## src/shared/upload_status_regs.vh

```
`ifndef UPLOAD_STATUS_REGS_VH
`define UPLOAD_STATUS_REGS_VH
// status word field positions
`define LEN_MSB 12
`define ERR_SUM_BIT 14
`define DONE_BIT 15
`define OVERRUN_BIT 16
`define SHORT_BIT 17
`define MISALIGN_BIT 18
`define CRCFAIL_BIT 19
`define TOOLONG_BIT 20
`define TRAIL_BIT 23
`define EXHAUST_BIT 24
`define L3FAIL_BIT 25
`define STREAMFAIL_BIT 26
`define DGRAMFAIL_BIT 27
`define INLINE_BIT 28
`define L3VALID_BIT 29
`define STREAMVALID_BIT 30
`define DGRAMVALID_BIT 31
// descriptor layout and sizes
`define STATUS_DW_OFFSET 32'h0000_0004
`define INLINE_BUF_OFFSET 32'h0000_0008
`define FRAG_OFFSET 32'h0000_0008
`define INLINE_BUF_LEN 13'h05f8
`define SHORT_FRAME_LEN 13'h003c
`define FRAG_LEN_MSB 12
`define FRAG_LAST_BIT 31
// register offsets on the bus
`define REG_STATUS 8'h00
`define REG_CTRL 8'h04
`define REG_MAXLEN 8'h08
`define REG_DESC 8'h0c
`define REG_COUNT 8'h10
`define MAXLEN_RESET 13'h05f2
`endif

```

## src/hdl/rx_upload_packet_status.v

```verilog
`timescale 1ns/1ns
`include "upload_status_regs.vh"
module rx_upload_packet_status
(
  input wire ref_clk,
  input wire reset,
  // ahb-lite slave
  input wire hsel,
  input wire [31:0] haddr,
  input wire [1:0] htrans,
  input wire hwrite,
  input wire [2:0] hsize,
  input wire [31:0] hwdata,
  input wire hready,
  output wire hreadyout,
  output wire hresp,
  output reg [31:0] hrdata,
  // receive byte stream from the fifo side
  input wire rxValid,
  input wire [7:0] rxByte,
  input wire rxLast,
  output wire rxReady,
  input wire fifoOverrun,
  input wire frameCrcBad,
  input wire trailingBits,
  input wire ipHeaderSeen,
  input wire ipSumBad,
  input wire tcpHeaderSeen,
  input wire tcpSumBad,
  input wire udpHeaderSeen,
  input wire udpSumBad,
  input wire datagramFragmented,
  // simple memory master: one word or byte per request
  output reg memReq,
  output reg memWrite,
  output reg memByte,
  output reg [31:0] memAddr,
  output reg [31:0] memWdata,
  input wire memAck,
  input wire [31:0] memRdata,
  output wire uploadBusy
);

  localparam ST_IDLE = 3'h0;
  localparam ST_RDSTAT = 3'h1;
  localparam ST_RDADDR = 3'h2;
  localparam ST_RDLEN = 3'h3;
  localparam ST_DATA = 3'h4;
  localparam ST_DRAIN = 3'h5;
  localparam ST_WBACK = 3'h6;

  reg [2:0] state_r;
  reg [31:0] descAddr_r;
  reg [31:0] fragPtr_r;
  reg [31:0] bufAddr_r;
  reg [12:0] bufLeft_r;
  reg lastFrag_r;
  reg [12:0] count_r;
  reg [12:0] frameLen_r;
  reg exhaust_r;
  reg overrun_r;
  reg crcBad_r;
  reg trail_r;
  reg start_r;
  reg enable_r;
  reg [12:0] maxLen_r;
  reg [31:0] status_r;
  reg [15:0] doneCount_r;
  reg dphWrite_r;
  reg dphValid_r;
  reg [7:0] dphAddr_r;

  wire [31:0] statusWord;
  wire err;
  wire shortF;
  wire longF;
  wire addrPhase;
  wire byteTaken;
  wire misalign;

  assign hreadyout = 1'b1;
  assign hresp = 1'b0;
  assign uploadBusy = (state_r != ST_IDLE);
  // stream advances only when a byte write is acknowledged, or while draining; it stalls in every other state
  assign rxReady = ((state_r == ST_DATA) && memAck) || (state_r == ST_DRAIN);
  assign byteTaken = rxValid && rxReady;
  assign addrPhase = hsel && hready && htrans[1];

  // error flags and the assembled status word
  assign shortF = (frameLen_r < `SHORT_FRAME_LEN);
  assign longF = (frameLen_r > maxLen_r);
  assign misalign = crcBad_r && trail_r;
  assign err = overrun_r | shortF | misalign | crcBad_r | longF;
  assign statusWord = {
    udpHeaderSeen & ~datagramFragmented,
    tcpHeaderSeen & ~datagramFragmented,
    ipHeaderSeen,
    1'b0,
    udpSumBad & udpHeaderSeen,
    tcpSumBad & tcpHeaderSeen,
    ipSumBad & ipHeaderSeen,
    exhaust_r,
    trail_r,
    2'b00,
    longF,
    crcBad_r,
    misalign,
    shortF,
    overrun_r,
    1'b1,
    err,
    1'b0,
    count_r};

  // ahb-lite address phase capture and register writes
  always @(posedge ref_clk)
  begin
    if (reset)
    begin
      dphValid_r <= 1'b0;
      dphWrite_r <= 1'b0;
      dphAddr_r <= 8'h00;
      enable_r <= 1'b0;
      maxLen_r <= `MAXLEN_RESET;
      descAddr_r <= 32'h0000_0000;
      start_r <= 1'b0;
    end
    else
    begin
      dphValid_r <= addrPhase;
      dphWrite_r <= hwrite;
      dphAddr_r <= haddr[7:0];
      start_r <= 1'b0;
      if (dphValid_r && dphWrite_r)
      begin
        case (dphAddr_r)
          `REG_CTRL:
          begin
            enable_r <= hwdata[0];
          end
          `REG_MAXLEN:
          begin
            maxLen_r <= hwdata[12:0];
          end
          `REG_DESC:
          begin
            descAddr_r <= {hwdata[31:3], 3'h0};
            start_r <= (hwdata[31:3] != 29'h0);
          end
          default:
          begin
          end
        endcase
      end
    end
  end

  // read data for the data phase
  always @(posedge ref_clk)
  begin
    if (reset)
    begin
      hrdata <= 32'h0000_0000;
    end
    else if (addrPhase && !hwrite)
    begin
      case (haddr[7:0])
        `REG_STATUS: hrdata <= status_r;
        `REG_CTRL: hrdata <= {28'h0, state_r, enable_r};
        `REG_MAXLEN: hrdata <= {19'h0, maxLen_r};
        `REG_DESC: hrdata <= descAddr_r;
        `REG_COUNT: hrdata <= {16'h0, doneCount_r};
        default: hrdata <= 32'h0000_0000;
      endcase
    end
  end

  // upload engine
  always @(posedge ref_clk)
  begin
    if (reset)
    begin
      state_r <= ST_IDLE;
      memReq <= 1'b0;
      memWrite <= 1'b0;
      memByte <= 1'b0;
      memAddr <= 32'h0000_0000;
      memWdata <= 32'h0000_0000;
      fragPtr_r <= 32'h0000_0000;
      bufAddr_r <= 32'h0000_0000;
      bufLeft_r <= 13'h0000;
      lastFrag_r <= 1'b0;
      count_r <= 13'h0000;
      frameLen_r <= 13'h0000;
      exhaust_r <= 1'b0;
      overrun_r <= 1'b0;
      crcBad_r <= 1'b0;
      trail_r <= 1'b0;
      status_r <= 32'h0000_0000;
      doneCount_r <= 16'h0000;
    end
    else
    begin
      case (state_r)
        ST_IDLE:
        begin
          if (start_r && enable_r)
          begin
            memReq <= 1'b1;
            memWrite <= 1'b0;
            memByte <= 1'b0;
            memAddr <= descAddr_r + `STATUS_DW_OFFSET;
            state_r <= ST_RDSTAT;
          end
        end
        ST_RDSTAT:
        begin
          if (memAck)
          begin
            // inline and done bits come from the same word; done is tested first and ends the upload before inline is looked at
            count_r <= 13'h0000;
            frameLen_r <= 13'h0000;
            exhaust_r <= 1'b0;
            if (memRdata[`DONE_BIT])
            begin
              memReq <= 1'b0;
              state_r <= ST_IDLE;
            end
            else if (memRdata[`INLINE_BIT])
            begin
              bufAddr_r <= descAddr_r + `INLINE_BUF_OFFSET;
              bufLeft_r <= `INLINE_BUF_LEN;
              lastFrag_r <= 1'b1;
              memReq <= 1'b1;
              memWrite <= 1'b1;
              memByte <= 1'b1;
              memAddr <= descAddr_r + `INLINE_BUF_OFFSET;
              state_r <= ST_DATA;
            end
            else
            begin
              fragPtr_r <= descAddr_r + `FRAG_OFFSET;
              memAddr <= descAddr_r + `FRAG_OFFSET;
              state_r <= ST_RDADDR;
            end
          end
        end
        ST_RDADDR:
        begin
          if (memAck)
          begin
            bufAddr_r <= memRdata;
            memAddr <= fragPtr_r + `STATUS_DW_OFFSET;
            state_r <= ST_RDLEN;
          end
        end
        ST_RDLEN:
        begin
          if (memAck)
          begin
            bufLeft_r <= memRdata[`FRAG_LEN_MSB:0];
            memReq <= (memRdata[`FRAG_LEN_MSB:0] != 13'h0000); // empty fragment: no byte request
            lastFrag_r <= memRdata[`FRAG_LAST_BIT];
            fragPtr_r <= fragPtr_r + `FRAG_OFFSET;
            memWrite <= 1'b1;
            memByte <= 1'b1;
            memAddr <= bufAddr_r;
            state_r <= ST_DATA;
          end
        end
        ST_DATA:
        begin
          if (bufLeft_r == 13'h0000)
          begin
            if (lastFrag_r)
            begin
              exhaust_r <= 1'b1;
              state_r <= ST_DRAIN;
            end
            else
            begin
              memWrite <= 1'b0;
              memByte <= 1'b0;
              memAddr <= fragPtr_r;
              memReq <= 1'b1;
              state_r <= ST_RDADDR;
            end
          end
          else if (byteTaken)
          begin
            count_r <= count_r + 13'h0001;
            frameLen_r <= frameLen_r + 13'h0001;
            bufLeft_r <= bufLeft_r - 13'h0001;
            bufAddr_r <= bufAddr_r + 32'h0000_0001;
            memAddr <= bufAddr_r + 32'h0000_0001;
            memReq <= (bufLeft_r != 13'h0001); // no stray byte write past the buffer end
            if (rxLast)
            begin
              overrun_r <= fifoOverrun;
              crcBad_r <= frameCrcBad;
              trail_r <= trailingBits;
              memWrite <= 1'b0;
              memReq <= 1'b0;
              state_r <= ST_WBACK;
            end
          end
          memWdata <= {24'h0, rxByte};
        end
        ST_DRAIN:
        begin
          // remaining bytes counted for length checks but dropped
          if (byteTaken)
          begin
            frameLen_r <= frameLen_r + 13'h0001;
            if (rxLast)
            begin
              overrun_r <= fifoOverrun;
              crcBad_r <= frameCrcBad;
              trail_r <= trailingBits;
              state_r <= ST_WBACK;
            end
          end
        end
        ST_WBACK:
        begin
          if (!memReq)
          begin
            memReq <= 1'b1;
            memWrite <= 1'b1;
            memByte <= 1'b0;
            memAddr <= descAddr_r + `STATUS_DW_OFFSET;
            memWdata <= statusWord;
            status_r <= statusWord;
          end
          else if (memAck)
          begin
            memReq <= 1'b0;
            doneCount_r <= doneCount_r + 16'h0001;
            state_r <= ST_IDLE;
          end
        end
        default:
        begin
          state_r <= ST_IDLE;
        end
      endcase
    end
  end
endmodule // rx_upload_packet_status

```

## config.mk

```make
export PLATFORM = sky130hd
export DESIGN_NAME = rx_upload_packet_status
export DESIGN_NICKNAME = d
export VERILOG_FILES = /design/src/hdl/rx_upload_packet_status.v
export VERILOG_INCLUDE_DIRS = /design/src /design/src/shared
export SDC_FILE = /design/constraint.sdc
export NUM_CORES = 1
export LEC_CHECK = 0
export BUFFER_PORTS_ARGS = -buffer_cell sky130_fd_sc_hd__buf_2
export CORE_MARGIN = 2
export CORE_UTILIZATION = 42
export CTS_CLUSTER_SIZE = 24
export DETAILED_ROUTE_END_ITERATION = 8
export PLACE_DENSITY = 0.66
export SETUP_SLACK_MARGIN = 0.15
export SLEW_MARGIN = 20
export SYNTH_ARGS = -nofsm -noshare
export SYNTH_HDL_FRONTEND = slang
export SYNTH_SLANG_ARGS = --single-unit
```

## constraint.sdc

```tcl
create_clock -name ref_clk -period 2.75 [get_ports ref_clk]
set_clock_uncertainty 0.15 [all_clocks]
set_input_delay 0.1375 -clock ref_clk [delete_from_list [all_inputs] [get_ports ref_clk]]
set_output_delay 0.1375 -clock ref_clk [all_outputs]
set_load 0.01 [all_outputs]
```

## Yosys cells after proc, flatten, opt, wreduce, memory -nomap -nowiden

Cells that the tools add are included.
Widths: inputs -> output; s select.

| operators by class | value |
|---|---|
| add/subtract/negate cells | 9 |
| order comparisons | 2 |
| eq/ne operators | 33 |
| multiplexer cells | 94 |
| bitwise gates (word level) | 13 |
| reductions and logical operators | 45 |

Operators with widths:

| operator | count |
|---|---|
| $mux 32 | 19 |
| $pmux 32 s6 | 1 |
| $pmux 32 s5 | 1 |
| $mux 13 | 11 |
| $pmux 32 s2 | 2 |
| $pmux 32 s3 | 1 |
| $pmux 13 s3 | 2 |
| $add 32x3->32 const B | 2 |
| $add 32x4->32 const B | 2 |
| $mux 3 | 12 |
| $mux 1 | 35 |
| $add 32x1->32 const B | 1 |
| $eq 8x4->1 const B | 4 |
| $reduce_bool 29->1 | 1 |
| $ne 2x2->1 const B | 14 |
| $add 13x1->13 const B | 2 |
| $pmux 13 s2 | 1 |
| $pmux 3 s7 | 1 |
| $reduce_and 7->1 | 3 |
| $reduce_and 9->1 | 2 |
| $add 16x1->16 const B | 1 |
| $eq 8x3->1 const B | 2 |
| $pmux 1 s5 | 3 |
| $gt 13x13->1 | 1 |
| 32 further kinds | 72 |

| word-level totals | value |
|---|---|
| flip-flop bits (word level) | 308 |
| input bits | 127 |
| output and inout bits | 103 |
| word-level logic and storage cells | 222 |

## Logic depth before layout (Yosys ltp)

Gate-level depths: netlist of the first run.

| logic depth | value |
|---|---|
| depth in word-level cells | 7 |
| depth in mapped cells | 10 |
| gate-level depth less buffers | 9 |

## Worst setup path after synthesis of the first run

OpenSTA, ideal clock, no wires.

| timing path | value |
|---|---|
| kind | flip-flop to flip-flop |
| start point | register bufLeft_r[0] |
| end point | register memAddr[17] |
| library setup time | 0.087 ns |
| data arrival time | 2.286 ns |
| required time | 2.513 ns |
| slack | 0.227 ns |
| stages on the path, launching flop included | 11 |
| path buffers | 1 |
| period minus slack after synthesis | 2.523 ns |
| cells stage by stage | dfxtp_1 > inv_1 > ha_1 > nor3b_1 > nand4_4 > mux2i_2 > o21a_1 > nor2_1 > buf_2 > nand2_1 > o31ai_1 |

| between the ends | value |
|---|---|
| cells in the longest elaborated chain, start to end | 3 |
| elaborated cells between the ends (all ways) | 6 |
| those cells by class | 2 x eq/ne; 2 x mux; 2 x reduce/logical |

RTL lines:

| item | RTL line | text |
|---|---|---|
| from (decl) | rx_upload_packet_status.v:56 | `reg [12:0] bufLeft_r;` |
| from (signal assigned) | rx_upload_packet_status.v:232 | `` bufLeft_r <= `INLINE_BUF_LEN; `` |
| from (signal assigned) | rx_upload_packet_status.v:261 | `` bufLeft_r <= memRdata[`FRAG_LEN_MSB:0]; `` |
| from (signal assigned) | rx_upload_packet_status.v:293 | `bufLeft_r <= bufLeft_r - 13'h0001;` |
| $logic_not 13->1 (*) | rx_upload_packet_status.v:273 | `if (bufLeft_r == 13'h0000)` |
| $ne 3x2->1 (no source line), or another cell as far along | - |  |
| $reduce_and 9->1 (no source line) or $pmux 32 s6 (tied branches) | - |  |
| to (signal assigned) | rx_upload_packet_status.v:267 | `memAddr <= bufAddr_r;` |
| to (signal assigned) | rx_upload_packet_status.v:284 | `memAddr <= fragPtr_r;` |
| to (signal assigned) | rx_upload_packet_status.v:295 | `memAddr <= bufAddr_r + 32'h0000_0001;` |
| to (decl) | rx_upload_packet_status.v:37 | `output reg [31:0] memAddr,` |

Mark *: on every way between the ends. The rest lies on a longest branch, timed or not.
A chain may end at the register's enable or synchronous reset.

## Worst setup path in the final report of the first run

| timing path | value |
|---|---|
| start point | register bufAddr_r[0] |
| end point | register memAddr[28] |

| between the ends | value |
|---|---|
| cells in the longest elaborated chain, start to end | 4 |

RTL lines:

| item | RTL line | text |
|---|---|---|
| from (decl) | rx_upload_packet_status.v:55 | `reg [31:0] bufAddr_r;` |
| from (signal assigned) | rx_upload_packet_status.v:231 | `` bufAddr_r <= descAddr_r + `INLINE_BUF_OFFSET; `` |
| from (signal assigned) | rx_upload_packet_status.v:252 | `bufAddr_r <= memRdata;` |
| from (signal assigned) | rx_upload_packet_status.v:294 | `bufAddr_r <= bufAddr_r + 32'h0000_0001;` |
| $add 32x1->32 | rx_upload_packet_status.v:295 |  |
| $mux 32 | rx_upload_packet_status.v:289 | `else if (byteTaken)` |
| $mux 32 | rx_upload_packet_status.v:273 |  |
| $pmux 32 s6 | rx_upload_packet_status.v:204 | `case (state_r)` |
| to (signal assigned) | rx_upload_packet_status.v:212 | `` memAddr <= descAddr_r + `STATUS_DW_OFFSET; `` |
| to (signal assigned) | rx_upload_packet_status.v:284 |  |
| to (signal assigned) | rx_upload_packet_status.v:295 |  |

No other way between the ends. The select of a mux whose other input is x is not followed.

==> results of run 1 <==
logic make-up after synthesis:
logic type	after synthesis	synth area share, %
other cells	2	0.04623
mux	26	1.710
fa+ha+maj	22	1.694
compound gates	606	23.82
xor+xnor	87	4.737
buf+inv	203	5.245
simple gates	872	25.65
flops	301	37.09
critical path, delay by kind of cell, from the launching register on:
kind,cells,cell delay [ns]
xor gates and xnor gates,1,0.15
and+or+nand+nor,4,1.05
AOI/OAI and AO/OA,2,0.51
DFF,1,0.36
adders and majority gates,1,0.19
sequential cells by signal, indices dropped and copies added (netlist names), 16 cells and up:
name         flops
bufAddr_r       32
hrdata          32
memAddr         32
descAddr_r      29
fragPtr_r       29
memWdata        28
status_r        28
doneCount_r     16
power groups by stage:
stage / clock network (mW) / registers, mW / logic, mW
6_report: 4.94 / 4.37 / 0.377
5_1_grt: 5.16 / 4.37 / 0.401
4_1_cts: 5.01 / 4.37 / 0.368
3_5_place_dp: 0 / 4.47 / 0.261
3_3_place_gp: 0 / 4.47 / 0.258
2_1_floorplan: 0 / 4.47 / 0.108
timing repair:
action	4_1_cts	5_1_grt
pin swaps	1	9
setup buffers	2	5
hold endpoints to repair	139	0
hold buffers	98	0
resized for setup	14	49
endpoints found under the setup margin	38	101
cells in the final DEF (no fill, tap or decap), drive strengths merged, types with 46 or more instances in the layout:
master / n
o21ai: 149
buf: 373
nor2: 242
nor3: 65
a21oi: 202
nand4: 50
xor2: 46
dlygate4sd3: 98
nand3: 68
dfxtp: 301
nand2: 301
Yosys cell counts, types with 23 or more instances:
library cell	n	area, um2
dfxtp_1	301	6026
nand4_1	47	294.0
and3_1	37	231.5
xor2_1	46	402.9
nand2_1	300	1126
mux2i_1	23	230.2
nand3_1	66	330.3
nor2_1	239	897.1
a22oi_1	45	337.8
nor3_1	60	300.3
o21ai_0	131	655.6
a211oi_1	30	225.2
inv_1	33	123.9
xnor2_1	40	350.3
clkbuf_1	110	412.9
nor4_1	29	181.4
buf_2	38	190.2
a21oi_1	201	1006
layout make-up:
cell class | instances | area [um2] | share of cell area, %
Timing Repair Buffer | 471 | 3516 | 16.60
Sequential cell | 301 | 6043 | 28.54
Clock inverter | 16 | 224.0 | 1.058
Inverter | 35 | 131.4 | 0.6205
Clock buffer | 44 | 970.9 | 4.585
Multi-Input combinational cell | 1619 | 9641 | 45.53
Tap cell | 518 | 648.1 | 3.061
worst max-delay path by stage:
| stage | from | to | slack (ns) | cells past startpoint |
|---|---|---|---|---|
| detailed placement | descAddr_r[14]$_SDFFE_PP0P_ | memAddr[27]$_SDFFE_PP0P_ | -0.04 | 9 |
| finish | bufAddr_r[0]$_SDFFE_PP0P_ | memAddr[28]$_SDFFE_PP0P_ | 0.20 | 8 |
| global placement | bufAddr_r[10]$_SDFFE_PP0P_ | memAddr[27]$_SDFFE_PP0P_ | -0.03 | 8 |
| floorplan | bufLeft_r[0]$_SDFFE_PP0P_ | memAddr[17]$_SDFFE_PP0P_ | 0.23 | 10 |
| global route | bufAddr_r[0]$_SDFFE_PP0P_ | memAddr[28]$_SDFFE_PP0P_ | 0.14 | 8 |
| CTS | bufAddr_r[1]$_SDFFE_PP0P_ | memAddr[28]$_SDFFE_PP0P_ | 0.14 | 8 |
metal layers:
metal	global-route usage, %	vias up
met3	7.500	120
met2	46.24	937
met5	0	-
met4	10.82	0
li1	-	8333
met1	41.60	8515
per-stage QoR:
stage / setup TNS (ns) / cells
4_1_cts: 0 / 2999
2_1_floorplan: 0 / 2123
6_report: 0 / 3004
5_1_grt: 0 / 3004
3_3_place_gp: -0.02990 / 2839
3_5_place_dp: -0.03952 / 2839
==> impl_metrics.py, run 1 <==
metrics = {
    "flow_run": {
        "drv_cap": 0,
    },
    "sta": {
        "hold_ws_ns": 0.05172,
        "setup_viol_count_final": 0,
        "period_needed_ns": 2.552,
        "post-route-period-util_pct": 92.82,
        "hold_violations": 0,
        "rsz0062_at_grt": "no",
        "slew_headroom_pct": 41.88,
        "worst_slack_ns": 0.1976,
        "fmax_mhz": 391.8,
        "drv_slew": 0,
        "worst_slew_pin_slew_ns": 0.8638,
    },
    "power": {
        "p_leak_nw": 8.431,
        "combPwrFrac_pct": 3.9,
        "total_power_mw": 9.691,
        "p_clk_share_pct": 51.0,
        "switching_share_pct": 22.46,
        "p_sw_mw": 2.177,
        "p_seq_share_pct": 45.1,
        "power_density_nw_per_um2": 457.7,
        "p_int_mw": 7.514,
        "vdd_ir_drop_max_uv": 456.0,
    },
    "layout": {
        "area_growth_pct": 30.35,
        "drive_above_1_share_pct": 21.20,
        "fin_util_pct": 55.17,
        "nets": 2612,
        "n_antenna_cell": 0,
        "final_area_um2": 21170,
        "fill_cells": 3610,
    },
    "critical_path": {
        "crit_path_cell_trace": "ha_1 -> nand4_1 -> or3_4 -> nor2_2 -> and3_1 -> xnor2_1 -> o221ai_1 -> a22o_1",
        "crit_arrival_ns": 2.84,
        "r2r-start": "bufAddr_r[0]$_SDFFE_PP0P_",
        "crit_path_start_kind": "flop",
        "reg2reg_depth": 8,
        "critPathMaxFanout": 5,
        "crit_type": "reg -> reg",
        "cp-end-kind": "flop",
        "ff2ff_setup_slack_ns": 0.20,
        "timing.rr.end": "memAddr[28]$_SDFFE_PP0P_",
        "slowest_delay_ns": 0.44,
        "crit_slowest_cell": "or3_4",
        "critPathRequiredTime_ns": 3.04,
    },
    "detailed_routing": {
        "route.detailed.drc": 0,
        "viasPerCell": 5.960,
        "drt-total-wl_um": 63070,
        "top_layer_used": "met4",
        "firstDrtPassIters": 8,
        "wl_met3_um": 6919,
        "route.layer.met1.wl_um": 26770,
        "route.met2.wl_um": 27510,
        "drt-initial-drc-count": 1893,
        "vias": 17910,
        "detail-route-antenna-nets": 0,
        "wl_per_cell_um": 21.00,
    },
    "placement": {
        "place_congestion": 0.9312,
        "port_buffers": 195,
        "place_area_um2": 18660,
        "place_hpwl_um": 45720,
        "preCtsSetupSlack_ns": -0.03952,
    },
    "clocking": {
        "cts_buffers": 35,
        "h-tree-depth": 2,
        "cts_sinks": 301,
        "worstSkewPairLatency_ns": 0.56,
        "ctsRootBufferMaster": "clkbuf_16",
        "cts_tree": "built",
        "clk_pin_slew_worst_paths_ns": 0.06,
        "clk_path_buf_depth": 3,
    },
    "hold_path": {
        "min-delay-start": "memRdata[15]",
        "holdPathStages": 5,
        "hp-class": "in -> reg",
        "hold_path_end": "bufAddr_r[15]$_SDFFE_PP0P_",
    },
    "logic_synthesis": {
        "synth_area_um2": 16240,
        "synth_cell_types": 90,
        "synth_seq_cells": 301,
        "syn_area_per_cell_um2": 7.666,
        "ys.flop_type": "dfxtp_1",
        "async_reset_ff_share_pct": 0,
        "yosysSeqAreaShare_pct": 37.09,
        "ys_warn_count": 0,
        "synth_cells": 2119,
        "synth_edf_count": 0,
    },
    "die": {
        "die_y_um": 200.7,
        "dieArea_um2": 40270,
        "pin_count": 230,
        "initial_core_util_pct": 42.33,
        "fp.dieW_um": 200.7,
        "core-area_um2": 38380,
        "core.rowCount": 72,
    },
    "grt": {
        "grt_max_degree": 87,
        "grt.total_usage_pct": 30.31,
        "antenna_found_initial": 0,
        "grt_pass1_vias": 16920,
        "grt_pass1_wl_um": 96740,
        "overflow": 0,
    },
    "run_status": {
        "status": "finished clean",
    },
}
Note: power is estimated with default switching activity, not from simulation.
==> run 2: changes to the inputs <==
- CTS_BUF_LIST: not set -> sky130_fd_sc_hd__clkbuf_16
- SLEW_MARGIN: 20 -> not set
==> run 2 against run 1 <==
Net effect: final area fell by 0.21%; register-to-register slack about the same; die area unchanged; clock power down 2%; critical endpoint is now memAddr[26]$_SDFFE_PP0P_; final cell count about the same; sequential cell count unchanged; global-route usage barely moved; worst hold slack worse by 0.012 ns; critical path type unchanged.
==> impl_metrics.py, run 2 (synthesis results as in run 1) <==
metrics = {
    "run_status": {
        "status": "finished clean",
    },
    "clocking": {
        "cts_buffers": 35,
        "h-tree-depth": 2,
        "clk_pin_slew_worst_paths_ns": 0.06,
        "ctsRootBufferMaster": "clkbuf_16",
        "cts_sinks": 301,
        "clk_path_buf_depth": 3,
        "cts_tree": "built",
        "worstSkewPairLatency_ns": 0.56,
    },
    "layout": {
        "n_antenna_cell": 0,
        "nets": 2615,
        "area_growth_pct": 30.08,
        "final_common_cell": "nand2_1",
        "layout_common_cells": "nand2_1, dfxtp_1, nor2_1, a21oi_1, buf_2",
        "stdcell_count": 3007,
        "top_regs": "bufAddr_r: 32 flops, hrdata: 32 flops, memAddr: 32 flops",
        "drive_above_1_share_pct": 21.09,
    },
    "detailed_routing": {
        "vias": 17900,
        "detail-route-antenna-nets": 0,
        "wl_per_cell_um": 20.92,
        "firstDrtPassIters": 8,
        "route.detailed.drc": 0,
        "drt-initial-drc-count": 1890,
        "viasPerCell": 5.952,
        "drt-total-wl_um": 62900,
    },
    "grt": {
        "overflow": 0,
        "grt_pass1_vias": 16980,
        "antenna_found_initial": 0,
        "grt_max_degree": 87,
        "grt.total_usage_pct": 30.33,
        "grt_pass1_wl_um": 96820,
    },
    "sta": {
        "post-route-period-util_pct": 92.87,
        "fmax_mhz": 391.6,
        "worst_slack_ns": 0.1962,
        "drv_slew": 0,
        "hold_violations": 0,
        "slew_headroom_pct": 44.45,
        "setup_viol_count_final": 0,
        "period_needed_ns": 2.554,
        "worst_slew_pin_slew_ns": 0.8257,
        "rsz0062_at_grt": "yes",
    },
    "hold_path": {
        "hp-class": "in -> reg",
    },
    "placement": {
        "place_hpwl_um": 45720,
        "port_buffers": 195,
        "placed_cells": 2839,
        "place_congestion": 0.9312,
        "preCtsSetupSlack_ns": -0.03952,
    },
    "critical_path": {
        "crit_path_start_kind": "flop",
        "r2r-start": "state_r[1]$_SDFFE_PP0P_",
        "timing.rr.end": "memAddr[26]$_SDFFE_PP0P_",
        "critPathRequiredTime_ns": 3.05,
        "reg2reg_depth": 10,
        "crit_end": "memAddr[26]$_SDFFE_PP0P_",
        "crit_type": "reg -> reg",
        "ff2ff_setup_slack_ns": 0.20,
        "cp-end-kind": "flop",
        "crit_arrival_ns": 2.85,
        "crit_path_start": "state_r[1]$_SDFFE_PP0P_",
        "critPathMaxFanout": 10,
    },
    "die": {
        "core.rowCount": 72,
        "pin_count": 230,
        "fp.dieW_um": 200.7,
        "dieArea_um2": 40270,
        "die_y_um": 200.7,
        "core-area_um2": 38380,
        "initial_core_util_pct": 42.33,
    },
    "power": {
        "power_density_nw_per_um2": 452.7,
        "vdd_ir_drop_max_uv": 456.9,
        "p_clk_share_pct": 50.3,
        "p_leak_nw": 8.434,
        "p_int_mw": 7.389,
        "switching_share_pct": 22.75,
        "p_sw_mw": 2.176,
        "combPwrFrac_pct": 4.0,
        "p_seq_share_pct": 45.7,
    },
    "flow_run": {
        "drv_cap": 0,
    },
}
-- run 2: cell types whose count changed in the layout (fill, tap and decap cells not counted), moves of 2 or more --
cell	before	now
buf_12	17	15
buf_4	160	163
buf_6	2	4
clkbuf_1	4	0
clkbuf_8	4	0
clkinv_1	0	4
inv_1	33	37
-- run 2: cell type report --
| type | instances | area (um2) |
|---|---|---|
| Sequential cell | 301 | 6041 |
| Inverter | 35 | 131.4 |
| Multi-Input combinational cell | 1619 | 9634 |
| Tap cell | 518 | 648.1 |
| Clock buffer | 36 | 900.9 |
| Timing Repair Buffer | 474 | 3521 |
| Clock inverter | 24 | 254.0 |
| Fill cell | 3614 | 17250 |
-- run 2: worst min path at each step --
| stage | from | to | slack [ns] | depth (start not counted) |
|---|---|---|---|---|
| 6_report | memRdata[15] | bufAddr_r[15]$_SDFFE_PP0P_ | 0.04 | 5 |
| 5_1_grt | memRdata[15] | bufAddr_r[15]$_SDFFE_PP0P_ | 0.1 | 5 |
| 4_1_cts | memRdata[15] | bufAddr_r[15]$_SDFFE_PP0P_ | 0.006 | 5 |
| 3_5_place_dp | trailingBits | trail_r$_SDFFE_PP0P_ | 0.23 | 3 |
| 3_3_place_gp | haddr[6] | dphAddr_r[6]$_SDFF_PP0_ | 0.20 | 2 |
| 2_1_floorplan | hwdata[10] | maxLen_r[10]$_SDFFE_PP1P_ | 0.11 | 2 |
-- run 2: power groups by stage --
| stage | combinational [mW] | sequential [mW] | clock [mW] |
|---|---|---|---|
| 2_1_floorplan | 0.108 | 4.47 | 0 |
| 3_3_place_gp | 0.258 | 4.47 | 0 |
| 3_5_place_dp | 0.261 | 4.47 | 0 |
| 4_1_cts | 0.368 | 4.37 | 4.88 |
| 5_1_grt | 0.402 | 4.37 | 5.03 |
| 6_report | 0.379 | 4.37 | 4.82 |
-- run 2: through the flow --
step	total power, mW	TNS (ns)	hold WS [ns]	cell area, um2	utilization, %
2_1_floorplan	4.575	0	0.1126	16260	-
3_3_place_gp	4.726	-0.02990	0.2020	18660	48.62
3_5_place_dp	4.729	-0.03952	0.2251	18660	48.62
4_1_cts	9.618	0	0.006298	20860	54.36
5_1_grt	9.799	0	0.09823	21130	55.06
6_report	9.565	0	0.03971	21130	55.06
-- run 2: critical path, stage by stage, from the launching register on --
cell and delay, ns:
dfxtp_2 0.44, buf_4 0.22, nand3b_1 0.15, nor4_2 0.05, buf_4 0.14, o21ai_1 0.23, buf_4 0.20, buf_4 0.14
nor2_1 0.04, o32a_1 0.39, o31ai_1 0.27
-- run 2: routing by layer --
metal	vias up	global-route usage (%)	share of wire (%)	wire length, um
li1	8353	-	-	-
met1	8536	41.52	43	26880
met2	901	46.55	44	27400
met3	109	7.484	11	6805
met4	0	10.42	2.9	1808
met5	-	0.4762	0	0
-- run 2: repair_timing --
item                                   4_1_cts  5_1_grt
endpoints found under the hold margin      139        0
setup buffers                                2        8
gates resized for setup                     15       47
setup endpoints to repair                   38      101
pin swaps                                    1       11
hold buffers                                98        0
